[config.mk]
export PLATFORM = sky130hd
export DESIGN_NAME = cfgio_port
export DESIGN_NICKNAME = d
export VERILOG_FILES = /design/src/design/cfgio_pkg.sv /design/src/design/cfgio_port.sv
export SDC_FILE = /design/constraint.sdc
export NUM_CORES = 1
export LEC_CHECK = 0
export ABC_AREA = 1
export ABC_CLOCK_PERIOD_IN_PS = 1150
export BUFFER_PORTS_ARGS = -buffer_cell sky130_fd_sc_hd__buf_2
export CAP_MARGIN = 30
export CORE_MARGIN = 8
export CORE_UTILIZATION = 33
export DETAILED_ROUTE_END_ITERATION = 12
export MAX_ROUTING_LAYER = met4
export PLACE_DENSITY = 0.65
export SETUP_SLACK_MARGIN = 0.5
export SLEW_MARGIN = 20
export SYNTH_ARGS = -nofsm -noshare
export SYNTH_HDL_FRONTEND = slang
export SYNTH_SLANG_ARGS = --single-unit
[constraint.sdc]
create_clock -name ref_clk -period 1.15 [get_ports ref_clk]
set_input_delay 0.115 -clock ref_clk [delete_from_list [all_inputs] [get_ports ref_clk]]
set_output_delay 0.115 -clock ref_clk [all_outputs]
set_load 0.01 [all_outputs]
[src/design/cfgio_pkg.sv]
// Package with register map, reset values and types for the configurable port pin block.
package cfgio_pkg;
	localparam int unsigned CFGIO_P0_W = 8;
	localparam int unsigned CFGIO_P1_W = 8;
	localparam int unsigned CFGIO_P3_W = 2;
	localparam int unsigned CFGIO_NPIN = 18;
	localparam int unsigned CFGIO_P1_BASE = 8;
	localparam int unsigned CFGIO_P3_BASE = 16;
	localparam int unsigned CFGIO_P1_B2 = CFGIO_P1_BASE + 2;
	localparam int unsigned CFGIO_P1_B3 = CFGIO_P1_BASE + 3;
	localparam int unsigned CFGIO_P1_B5 = CFGIO_P1_BASE + 5;
	localparam int unsigned CFGIO_P3_B0 = CFGIO_P3_BASE;
	localparam int unsigned CFGIO_P3_B1 = CFGIO_P3_BASE + 1;
	localparam int unsigned CFGIO_P1_B5_LOCAL = 5;
	localparam logic [11:0] CFGIO_OFS_P0_LATCH = 12'h000;
	localparam logic [11:0] CFGIO_OFS_P0_MODE_A = 12'h004;
	localparam logic [11:0] CFGIO_OFS_P0_MODE_B = 12'h008;
	localparam logic [11:0] CFGIO_OFS_P1_LATCH = 12'h010;
	localparam logic [11:0] CFGIO_OFS_P1_MODE_A = 12'h014;
	localparam logic [11:0] CFGIO_OFS_P1_MODE_B = 12'h018;
	localparam logic [11:0] CFGIO_OFS_P3_LATCH = 12'h020;
	localparam logic [11:0] CFGIO_OFS_P3_MODE_A = 12'h024;
	localparam logic [11:0] CFGIO_OFS_P3_MODE_B = 12'h028;
	localparam logic [11:0] CFGIO_OFS_AN_OFF = 12'h030;
	localparam logic [11:0] CFGIO_OFS_PIN_RD = 12'h034;
	localparam logic [11:0] CFGIO_OFS_PINOPT = 12'h038;
	localparam logic [7:0] CFGIO_LATCH_RST = 8'hff;
	localparam logic [7:0] CFGIO_MODE_A_RST = 8'hff;
	localparam logic [7:0] CFGIO_MODE_B_RST = 8'h00;
	localparam logic [7:0] CFGIO_AN_OFF_RST = 8'h00;
	localparam logic [7:0] CFGIO_AN_OFF_MASK = 8'h3e;
	localparam logic [1:0] CFGIO_STRONG_CYC = 2'h2;
	localparam int unsigned CFGIO_FILT_LEN = 2;
	typedef enum logic [1:0] {
		CFGIO_MODE_QUASI = 2'b00,
		CFGIO_MODE_PUSH = 2'b01,
		CFGIO_MODE_INPUT = 2'b10,
		CFGIO_MODE_OPEN = 2'b11
	} cfgio_mode_t;
	typedef struct packed {
		logic very_weak_up;
		logic weak_up;
		logic strong_up;
		logic pull_down;
	} cfgio_drive_t;
	typedef struct packed {
		logic [11:0] paddr;
		logic pwrite;
		logic [31:0] pwdata;
	} cfgio_apb_req_t;
endpackage : cfgio_pkg

[src/design/cfgio_port.sv]
// Configurable port pins: mode registers, drivers, pull-up sequencing and input path.
// Behaviour
// - Three ports: two eight-bit, one two-bit.
// - Oscillator or reset pins leave general use.
// - Two mode bits select four output types.
// - Every pin has its own mode selection.
// - Port one bit five is always input.
// - Port one bits two, three never drive high.
// - Quasi mode: low strong, high weak.
// - Quasi very weak pull-up follows latch one.
// - Quasi weak pull-up needs latch and pin high.
// - Quasi strong pull-up two cycles on rise.
// - Open drain: no pull-ups, pull-down on zero.
// - Push-pull drives strong high on latch one.
// - Inputs are synchronised and glitch filtered.
// - Analog disable bits one-five map port zero.
// - Disabled digital inputs read as zero.
// - Reset clears analog disable bits.
// - Input-only mode disables all output drivers.
// - All configurable pins reset to input-only.
`timescale 1ns/1ps
`default_nettype none
module cfgio_port
	import cfgio_pkg::*;
#(
	parameter int unsigned FILT_LEN = CFGIO_FILT_LEN
) (
	input wire logic ref_clk,
	input wire logic srst,
	input wire logic psel,
	input wire logic penable,
	input wire logic pwrite,
	input wire logic [11:0] paddr,
	input wire logic [31:0] pwdata,
	input wire logic [3:0] pstrb,
	output logic [31:0] prdata,
	output logic pready,
	output logic pslverr,
	input wire logic [CFGIO_NPIN-1:0] pin_i,
	output logic [CFGIO_NPIN-1:0] pin_o,
	output logic [CFGIO_NPIN-1:0] pin_oe_n,
	output logic [CFGIO_NPIN-1:0] very_weak_up,
	output logic [CFGIO_NPIN-1:0] weak_up,
	output logic [CFGIO_NPIN-1:0] strong_up,
	output logic [CFGIO_NPIN-1:0] pull_down,
	output logic [CFGIO_NPIN-1:0] pin_in_filt,
	output logic [CFGIO_NPIN-1:0] pin_usable
);
	logic [CFGIO_NPIN-1:0] latch_q;
	logic [CFGIO_NPIN-1:0] mode_a_q;
	logic [CFGIO_NPIN-1:0] mode_b_q;
	logic [7:0] an_off_q;
	logic [2:0] pinopt_q;
	logic [CFGIO_NPIN-1:0] latch_prev_q;
	logic [CFGIO_NPIN-1:0] sync1_q;
	logic [CFGIO_NPIN-1:0] sync2_q;
	logic [CFGIO_NPIN-1:0] filt_q;
	logic [CFGIO_NPIN-1:0] in_read;
	logic [CFGIO_NPIN-1:0] wr_latch;
	logic [CFGIO_NPIN-1:0] wr_mode_a;
	logic [CFGIO_NPIN-1:0] wr_mode_b;
	logic [1:0] strong_cnt_q [CFGIO_NPIN];
	logic [31:0] rdata_d;
	logic rd_ok;
	logic wr_en;
	logic wr_lane0;
	cfgio_apb_req_t req;

	assign req = '{paddr: paddr, pwrite: pwrite, pwdata: pwdata};
	assign pready = 1'b1;
	assign wr_en = psel && penable && req.pwrite;
	assign wr_lane0 = wr_en && pstrb[0];

	// Byte-wide register writes, each port register placed over the pin vector.
	always_comb begin
		wr_latch = '0;
		wr_mode_a = '0;
		wr_mode_b = '0;
		if (wr_lane0) begin
			unique case (req.paddr)
				CFGIO_OFS_P0_LATCH: wr_latch[7:0] = 8'hff;
				CFGIO_OFS_P0_MODE_A: wr_mode_a[7:0] = 8'hff;
				CFGIO_OFS_P0_MODE_B: wr_mode_b[7:0] = 8'hff;
				CFGIO_OFS_P1_LATCH: wr_latch[15:8] = 8'hff;
				CFGIO_OFS_P1_MODE_A: wr_mode_a[15:8] = 8'hff;
				CFGIO_OFS_P1_MODE_B: wr_mode_b[15:8] = 8'hff;
				CFGIO_OFS_P3_LATCH: wr_latch[17:16] = 2'h3;
				CFGIO_OFS_P3_MODE_A: wr_mode_a[17:16] = 2'h3;
				CFGIO_OFS_P3_MODE_B: wr_mode_b[17:16] = 2'h3;
				default: wr_latch = '0;
			endcase
		end
	end

	logic [CFGIO_NPIN-1:0] wdata_rep;
	assign wdata_rep = {req.pwdata[1:0], req.pwdata[7:0], req.pwdata[7:0]};

	// Latches and both mode registers; every pin starts input-only.
	always_ff @(posedge ref_clk) begin
		if (srst) begin
			latch_q <= {CFGIO_LATCH_RST[1:0], CFGIO_LATCH_RST, CFGIO_LATCH_RST};
			mode_a_q <= {CFGIO_MODE_A_RST[1:0], CFGIO_MODE_A_RST, CFGIO_MODE_A_RST};
			mode_b_q <= {CFGIO_MODE_B_RST[1:0], CFGIO_MODE_B_RST, CFGIO_MODE_B_RST};
		end else begin
			latch_q <= (latch_q & ~wr_latch) | (wdata_rep & wr_latch);
			mode_a_q <= (mode_a_q & ~wr_mode_a) | (wdata_rep & wr_mode_a);
			mode_b_q <= (mode_b_q & ~wr_mode_b) | (wdata_rep & wr_mode_b);
		end
	end

	// Analog input disable; reset clears it, only bits one to five kept.
	always_ff @(posedge ref_clk) begin
		if (srst) begin
			an_off_q <= CFGIO_AN_OFF_RST;
		end else if (wr_lane0 && req.paddr == CFGIO_OFS_AN_OFF) begin
			an_off_q <= req.pwdata[7:0] & CFGIO_AN_OFF_MASK;
		end
	end

	// Pin option: bit0 external reset, bit1 external clock, bit2 crystal.
	always_ff @(posedge ref_clk) begin
		if (srst) begin
			pinopt_q <= 3'h0;
		end else if (wr_lane0 && req.paddr == CFGIO_OFS_PINOPT) begin
			pinopt_q <= req.pwdata[2:0];
		end
	end

	// Pins taken from general use by clock and reset options.
	always_comb begin
		pin_usable = '1;
		if (pinopt_q[0]) begin
			pin_usable[CFGIO_P1_B5] = 1'b0;
		end
		if (pinopt_q[1] || pinopt_q[2]) begin
			pin_usable[CFGIO_P3_B1] = 1'b0;
		end
		if (pinopt_q[2]) begin
			pin_usable[CFGIO_P3_B0] = 1'b0;
		end
	end

	// Two-stage synchroniser, then a filter that needs FILT_LEN plus one steady samples.
	logic [FILT_LEN-1:0] hist_q [CFGIO_NPIN];
	always_ff @(posedge ref_clk) begin
		if (srst) begin
			sync1_q <= '0;
			sync2_q <= '0;
		end else begin
			sync1_q <= pin_i;
			sync2_q <= sync1_q;
		end
	end

	genvar g;
	generate
		for (g = 0; g < CFGIO_NPIN; g++) begin : g_pin
			cfgio_mode_t mode;
			logic cfg_in_only;
			logic cfg_open;
			logic rise;
			logic fixed_in;
			logic od_only;
			assign fixed_in = (g == CFGIO_P1_B5);
			assign od_only = (g == CFGIO_P1_B2) || (g == CFGIO_P1_B3);
			assign mode = cfgio_mode_t'({mode_a_q[g], mode_b_q[g]});
			// Bit five of port one is locked to input; bits two and three only OD.
			assign cfg_in_only = fixed_in || !pin_usable[g] ||
				(mode == CFGIO_MODE_INPUT) || (od_only && !mode_a_q[g]);
			assign cfg_open = !cfg_in_only && (od_only || mode == CFGIO_MODE_OPEN);

			always_ff @(posedge ref_clk) begin
				if (srst) begin
					hist_q[g] <= '0;
					filt_q[g] <= 1'b0;
				end else begin
					hist_q[g] <= {hist_q[g][FILT_LEN-2:0], sync2_q[g]};
					if (&{hist_q[g], sync2_q[g]}) begin
						filt_q[g] <= 1'b1;
					end else if (~|{hist_q[g], sync2_q[g]}) begin
						filt_q[g] <= 1'b0;
					end
				end
			end

			assign rise = latch_q[g] && !latch_prev_q[g];
			// Strong pull-up held two cycles after a zero-to-one latch change.
			always_ff @(posedge ref_clk) begin
				if (srst) begin
					latch_prev_q[g] <= 1'b1;
					strong_cnt_q[g] <= 2'h0;
				end else begin
					latch_prev_q[g] <= latch_q[g];
					if (rise && mode == CFGIO_MODE_QUASI && !cfg_in_only && !cfg_open) begin
						strong_cnt_q[g] <= CFGIO_STRONG_CYC;
					end else if (strong_cnt_q[g] != 2'h0) begin
						strong_cnt_q[g] <= strong_cnt_q[g] - 2'h1;
					end
				end
			end

			// Driver decode per mode.
			always_comb begin
				very_weak_up[g] = 1'b0;
				weak_up[g] = 1'b0;
				strong_up[g] = 1'b0;
				pull_down[g] = 1'b0;
				if (!cfg_in_only) begin
					pull_down[g] = !latch_q[g];
					if (!cfg_open && mode == CFGIO_MODE_QUASI) begin
						very_weak_up[g] = latch_q[g];
						weak_up[g] = latch_q[g] && filt_q[g];
						strong_up[g] = latch_q[g] && (strong_cnt_q[g] != 2'h0);
					end else if (!cfg_open && mode == CFGIO_MODE_PUSH) begin
						strong_up[g] = latch_q[g];
					end
				end
			end

			assign pin_o[g] = strong_up[g];
			assign pin_oe_n[g] = !(strong_up[g] || pull_down[g]);

			// Port zero pins one to five read zero while digital input is off.
			if (g >= 1 && g <= 5) begin : g_an
				assign in_read[g] = filt_q[g] && !an_off_q[g];
			end else begin : g_dig
				assign in_read[g] = filt_q[g];
			end
		end
	endgenerate

	assign pin_in_filt = in_read;

	// Read mux; unmapped addresses answer with an error.
	always_comb begin
		rdata_d = 32'h0;
		rd_ok = 1'b1;
		unique case (req.paddr)
			CFGIO_OFS_P0_LATCH: rdata_d[7:0] = latch_q[7:0];
			CFGIO_OFS_P0_MODE_A: rdata_d[7:0] = mode_a_q[7:0];
			CFGIO_OFS_P0_MODE_B: rdata_d[7:0] = mode_b_q[7:0];
			CFGIO_OFS_P1_LATCH: rdata_d[7:0] = latch_q[15:8];
			CFGIO_OFS_P1_MODE_A: rdata_d[7:0] = mode_a_q[15:8];
			CFGIO_OFS_P1_MODE_B: rdata_d[7:0] = mode_b_q[15:8];
			CFGIO_OFS_P3_LATCH: rdata_d[1:0] = latch_q[17:16];
			CFGIO_OFS_P3_MODE_A: rdata_d[1:0] = mode_a_q[17:16];
			CFGIO_OFS_P3_MODE_B: rdata_d[1:0] = mode_b_q[17:16];
			CFGIO_OFS_AN_OFF: rdata_d[7:0] = an_off_q;
			CFGIO_OFS_PIN_RD: rdata_d[17:0] = in_read;
			CFGIO_OFS_PINOPT: rdata_d[2:0] = pinopt_q;
			default: rd_ok = 1'b0;
		endcase
	end

	assign prdata = rdata_d;
	assign pslverr = psel && penable && !rd_ok;
endmodule // cfgio_port
`default_nettype wire

=== Word level (Yosys, flattened, before mapping) ===
Memory sizes are Yosys's and may differ from the RTL's.
Cells that the tools add are included.

* Bits in registers: 133
* Bits in latches: 0
* Memory bits (writable): 72
* ROM bits: 0
* Output and inout port bits: 178
* Logic and storage cells: 923
* Memories kept: 2

* Add/sub/neg operators: 18
* Multipliers: 0
* Div/mod/pow operators: 0
* Order comparisons: 0
* Eq/ne operators: 78
* Shift-type cells: 0
* Mux-type cells: 370
* Bitwise gates (word level): 65
* Reductions and logical operators: 348

{| class="wikitable"
|+ Memories
! memory !! depth !! bits a word !! read ports !! clocked after Yosys merged registers in !! write ports !! line !! RTL
|-
| hist_q || 18 || 2 || 18 || 0 || 18 || cfgio_port.sv:144 || <nowiki>logic [FILT_LEN-1:0] hist_q [CFGIO_NPIN];</nowiki>
|-
| strong_cnt_q || 18 || 2 || 18 || 0 || 18 || cfgio_port.sv:62 || <nowiki>logic [1:0] strong_cnt_q [CFGIO_NPIN];</nowiki>
|}

{| class="wikitable"
|+ Operators by type and width
! operator !! number
|-
| $mux W1 || 301
|-
| $logic_and A1 B1 Y1 || 162
|-
| $mux W2 || 56
|-
| $and A18 B18 Y18 || 6
|-
| $logic_not A1 Y1 || 91
|-
| $eq A12 B6 Y1 const B || 6
|-
| $eq A2 B2 Y1 const B || 32
|-
| $mux W18 || 3
|-
| $not A18 Y18 || 3
|-
| $or A18 B18 Y18 || 3
|-
| $reduce_and A3 Y1 || 18
|-
| $reduce_or A3 Y1 || 18
|-
| $or A1 B1 Y1 || 53
|-
| $mux W8 || 6
|-
| $pmux W5 S8 || 1
|-
| $eq A12 B5 Y1 const B || 3
|-
| $ne A2 B2 Y1 const B || 18
|-
| $reduce_bool A2 Y1 || 18
|-
| $sub A2 B1 Y2 const B || 18
|-
| $eq A2 B1 Y1 const B || 17
|-
| $logic_not A2 Y1 || 17
|-
| $pmux W2 S12 || 1
|-
| $logic_or A1 B1 Y1 || 22
|-
| $eq A12 B3 Y1 const B || 1
|-
| other kinds (5) || 5
|}

=== Logic depth before layout (Yosys ltp) ===
* Depth in word-level cells: 11
* Gate-level depth with buffers: 10
* Depth with buffers taken out: 9

=== Least setup slack after synthesis ===
Ideal clock, no wire load.

* Path type: reg-to-reg
* From: register pinopt_q[2]
* To: memory strong_cnt_q[17][1], data pin
* Library setup time: 0.268 ns
* Data arrival time: 1.325 ns
* Data required time: 0.882 ns
* Path slack: -0.443 ns
* Stages on the path, launching flop included: 8
* Period minus slack after synthesis: 1.593 ns
* Cells stage by stage: dfxtp_1 > buf_2 > nor2_1 > nand3_1 > nor2_1 > nand2_1 > nand3_1 > o22ai_1

{| class="wikitable"
|+ RTL lines
! what !! line !! RTL
|-
| start, declared || cfgio_port.sv:53 || <nowiki>logic [2:0] pinopt_q;</nowiki>
|-
| start signal, assigned || cfgio_port.sv:125 || <nowiki>pinopt_q <= req.pwdata[2:0];</nowiki>
|-
| end, declared || cfgio_port.sv:62 ||
|}

==> out/metrics.yaml <==
critical_path:
  cp-startpoint: "strong_cnt_q[8][0]$_SDFFCE_PN0P_"
  path_max_fanout: 3
  slowest_delay_ps: 410
  crit_slowest_cell: "edfxtp_1"
  worstPathArrival_ps: 1520
  cp_common_cell: "inv_2"
  required_ps: 1030
  r2r-start: "pinopt_q[2]$_SDFFE_PP0P_"
  worstSetupPathType: "reg2out"
  cp_cell_sequence: "inv_2, ha_4, a21oi_4, or2_4, inv_2, buf_6"
  start_kind: "flop"
  end_kind: "output port"
status:
  status: "finished with violations"
  violations: "setup timing"
pwr:
  p_switching_w: 0.00557
  p_per_area_nw_per_um2: 1160
  clock_power_share_pct: 29.2
  power.leakage_nw: 7.13
  combPwrFrac_pct: 29.6
  p_int_w: 0.0137
  power.share.sequential_pct: 41.2
  swShare_pct: 28.9
  vdd_drop_max_v: 0.000834
die:
  die_h_um: 185
  die_width_um: 185
  num_rows: 61
  initial_core_util_pct: 33.6
  dieArea_um2: 34100
  ioPinCount: 249
  core_area_um2: 27900
logic_synthesis:
  synth_cell_types: 38
  synth_top_cell_area_share_pct: 35.6
  ys_warn_count: 0
  seq_area_frac_synth_pct: 45.2
  synth_area_leaders: "dfxtp_1, edfxtp_1, inv_1"
  synth-seq-cells: 197
  netlist_area_um2: 9400
  syn_area_per_cell_um2: 7.62
  synth_largest_area_cell: "dfxtp_1"
  syn_inst: 1233
grt:
  first_global_vias: 9097
  gr-usage-met2_pct: 30.4
  busiest_layer: "met2"
  overflow: 0
  grt_first_pass_wirelength_um: 46900
  antenna_found_initial: 0
  grt_max_degree: 49
  grt_use_met3_pct: 3.39
  grt.total_usage_pct: 17.7
  use_met1_pct: 21.2
finish:
  final_util_pct: 59.4
  nets: 1718
  nFillCells: 2323
  multiInputGateArea_um2: 5880
  area_delta_synth_final_pct: 76.7
  drive_gt1_share_pct: 59.3
  diodes: 0
  regArea_um2: 4420
timing:
  final-hold-violation-count: 0
  period_needed_ps: 1630
  layout_setup_ws_ps: -483
  fmax_ghz: 0.612
  fin_tns_setup_ps: -38890
  skew_ps: 5.39
  drv_slew: 0
  setup_viol: 179
  rsz0062_at_grt: "true"
  finalCritPeriodShare_pct: 142
min_path:
  hp-start: "pwdata[5]"
  holdCritPathClass: "in2reg"
clock_tree:
  cts_root_buf: "clkbuf_16"
  cts_tree: "yes"
  cts_buffers: 17
  clk_latency_ps: 430
  htree_levels: 4
  clkTransAtPathRegs_ps: 70
  clock_path_buffers: 2
  clock_sinks: 197
route:
  first_pass_iters: 4
  drt_iter0_drc: 474
  drc_errors: 0
  drtAntennaViolNets: 0
  routed_wl_um: 31800
  routedWlPerCell_um: 15.7
  via_count: 9354
  routed_via_density: 4.62
placed_design:
  io_buffers: 177
  dp_hpwl_um: 21200
  gp_congestion: 0.918
job:
  maxCapViolCount: 0
cells by family (layout without fill, tap and decap cells):
group	Yosys count	count (layout)	synth area share [%]
AOI/OAI and AO/OA	134	134	8.48
and+or+nand+nor	551	556	27.2
adders and majority gates	15	15	2.00
DFF	197	197	45.2
other	2	44	0.0799
buffers and inverters	334	699	17.1
per-stage QoR:
step                      std cells  area, µm²  hold slack, ps  setup WS (ps)  power [W]
after floorplan                1275      10800             222           -129     0.0109
after global placement         1843      12200             316           -337     0.0116
after detailed placement       1843      12200             322           -374     0.0118
after CTS                      1966      15200            2.47           -495     0.0185
after global routing           2023      16600            17.7           -570     0.0203
final                          2023      16600            21.6           -483     0.0193
Yosys cell counts, drive strengths merged:
master  instances
nor2          214
dfxtp         167
ha             15
o21ai          36
nor3           48
a21oi          40
or2            19
a211oi          2
nand2         172
nor4            2
o211ai         22
buf           100
nand4           7
nor3b           1
inv           225
o31ai          18
o22ai          15
nand3          87
nand3b          1
conb            2
clkbuf          9
edfxtp         30
o21a            1
worst paths after layout:
| check | endpoint | slack (ps) | depth (start not counted) |
|---|---|---|---|
| worst max register to register | strong_cnt_q[17][1]$_DFFE_PP_ | -250 | 7 |
| worst min register to register | sync2_q[16]$_SDFF_PP0_ | 390 | 2 |
| worst max-delay path | pin_oe_n[8] | -480 | 6 |
| worst min-delay path | flop | 20 | 3 |
power groups by stage:
stage | clock [W] | sequential (W) | combinational (W)
CTS | 0.00576 | 0.00795 | 0.00475
global placement | 0 | 0.00813 | 0.00348
global route | 0.00605 | 0.00801 | 0.00620
detailed placement | 0 | 0.00816 | 0.00366
floorplan | 0 | 0.00809 | 0.00279
finish | 0.00563 | 0.00795 | 0.00572
final cells by class:
cell class	instances	area share, %
clock buffer	20	2.69
clock inverter	12	0.573
inverter	225	5.76
multi-input combinational	749	35.4
sequential	197	26.6
tap	378	2.85
timing repair buffer	442	26.1
what timing repair did:
| item | CTS | global route |
|---|---|---|
| gates cloned | 6 | 2 |
| hold buffers | 18 | 0 |
| endpoints found under the setup margin | 280 | 284 |
| hold endpoints to repair | 18 | 0 |
| buffers inserted | 67 | 55 |
| pin swaps | 114 | 110 |
| gates resized for setup | 432 | 252 |
layer usage:
metal	part of all wire, %	up-vias
li1	-	4588
met1	41	4463
met2	52	271
met3	5.2	32
met4	1.8	0
met5	0	-
worst max-delay path, delay by kind of cell, from the launching register on:
kind / cells / cell delay [ps]
flip-flops: 1 / 410
buffers and inverters: 3 / 240
AND/OR/NAND/NOR: 1 / 230
adder cells (fa/ha/maj): 1 / 140
AO/OA/AOI/OAI: 1 / 70
cells in the final DEF (no fill, tap or decap), types with 8 or more instances in the layout:
master         count
buf_6            237
nor2_1           131
inv_1            111
nand2_1          105
buf_4            100
dfxtp_1           90
inv_2             84
buf_2             66
dfxtp_2           45
conb_1            44
nor2_4            43
nand3_1           41
nor2_2            36
nand2_2           35
dfxtp_4           32
edfxtp_1          30
inv_4             28
nand3_2           26
a21oi_4           23
nand3_4           22
nor3_4            22
o211ai_1          22
nand2_4           20
dlygate4sd3_1     18
o21ai_2           17
clkbuf_16         17
o21ai_1           15
nor3_1            15
nand2_8           14
or2_4             14
o31ai_1           14
ha_4              14
nor3_2            11
buf_12            11
o22ai_1           10
a21oi_2            9
a21oi_1            8
Power figures use the tool's default switching activity.
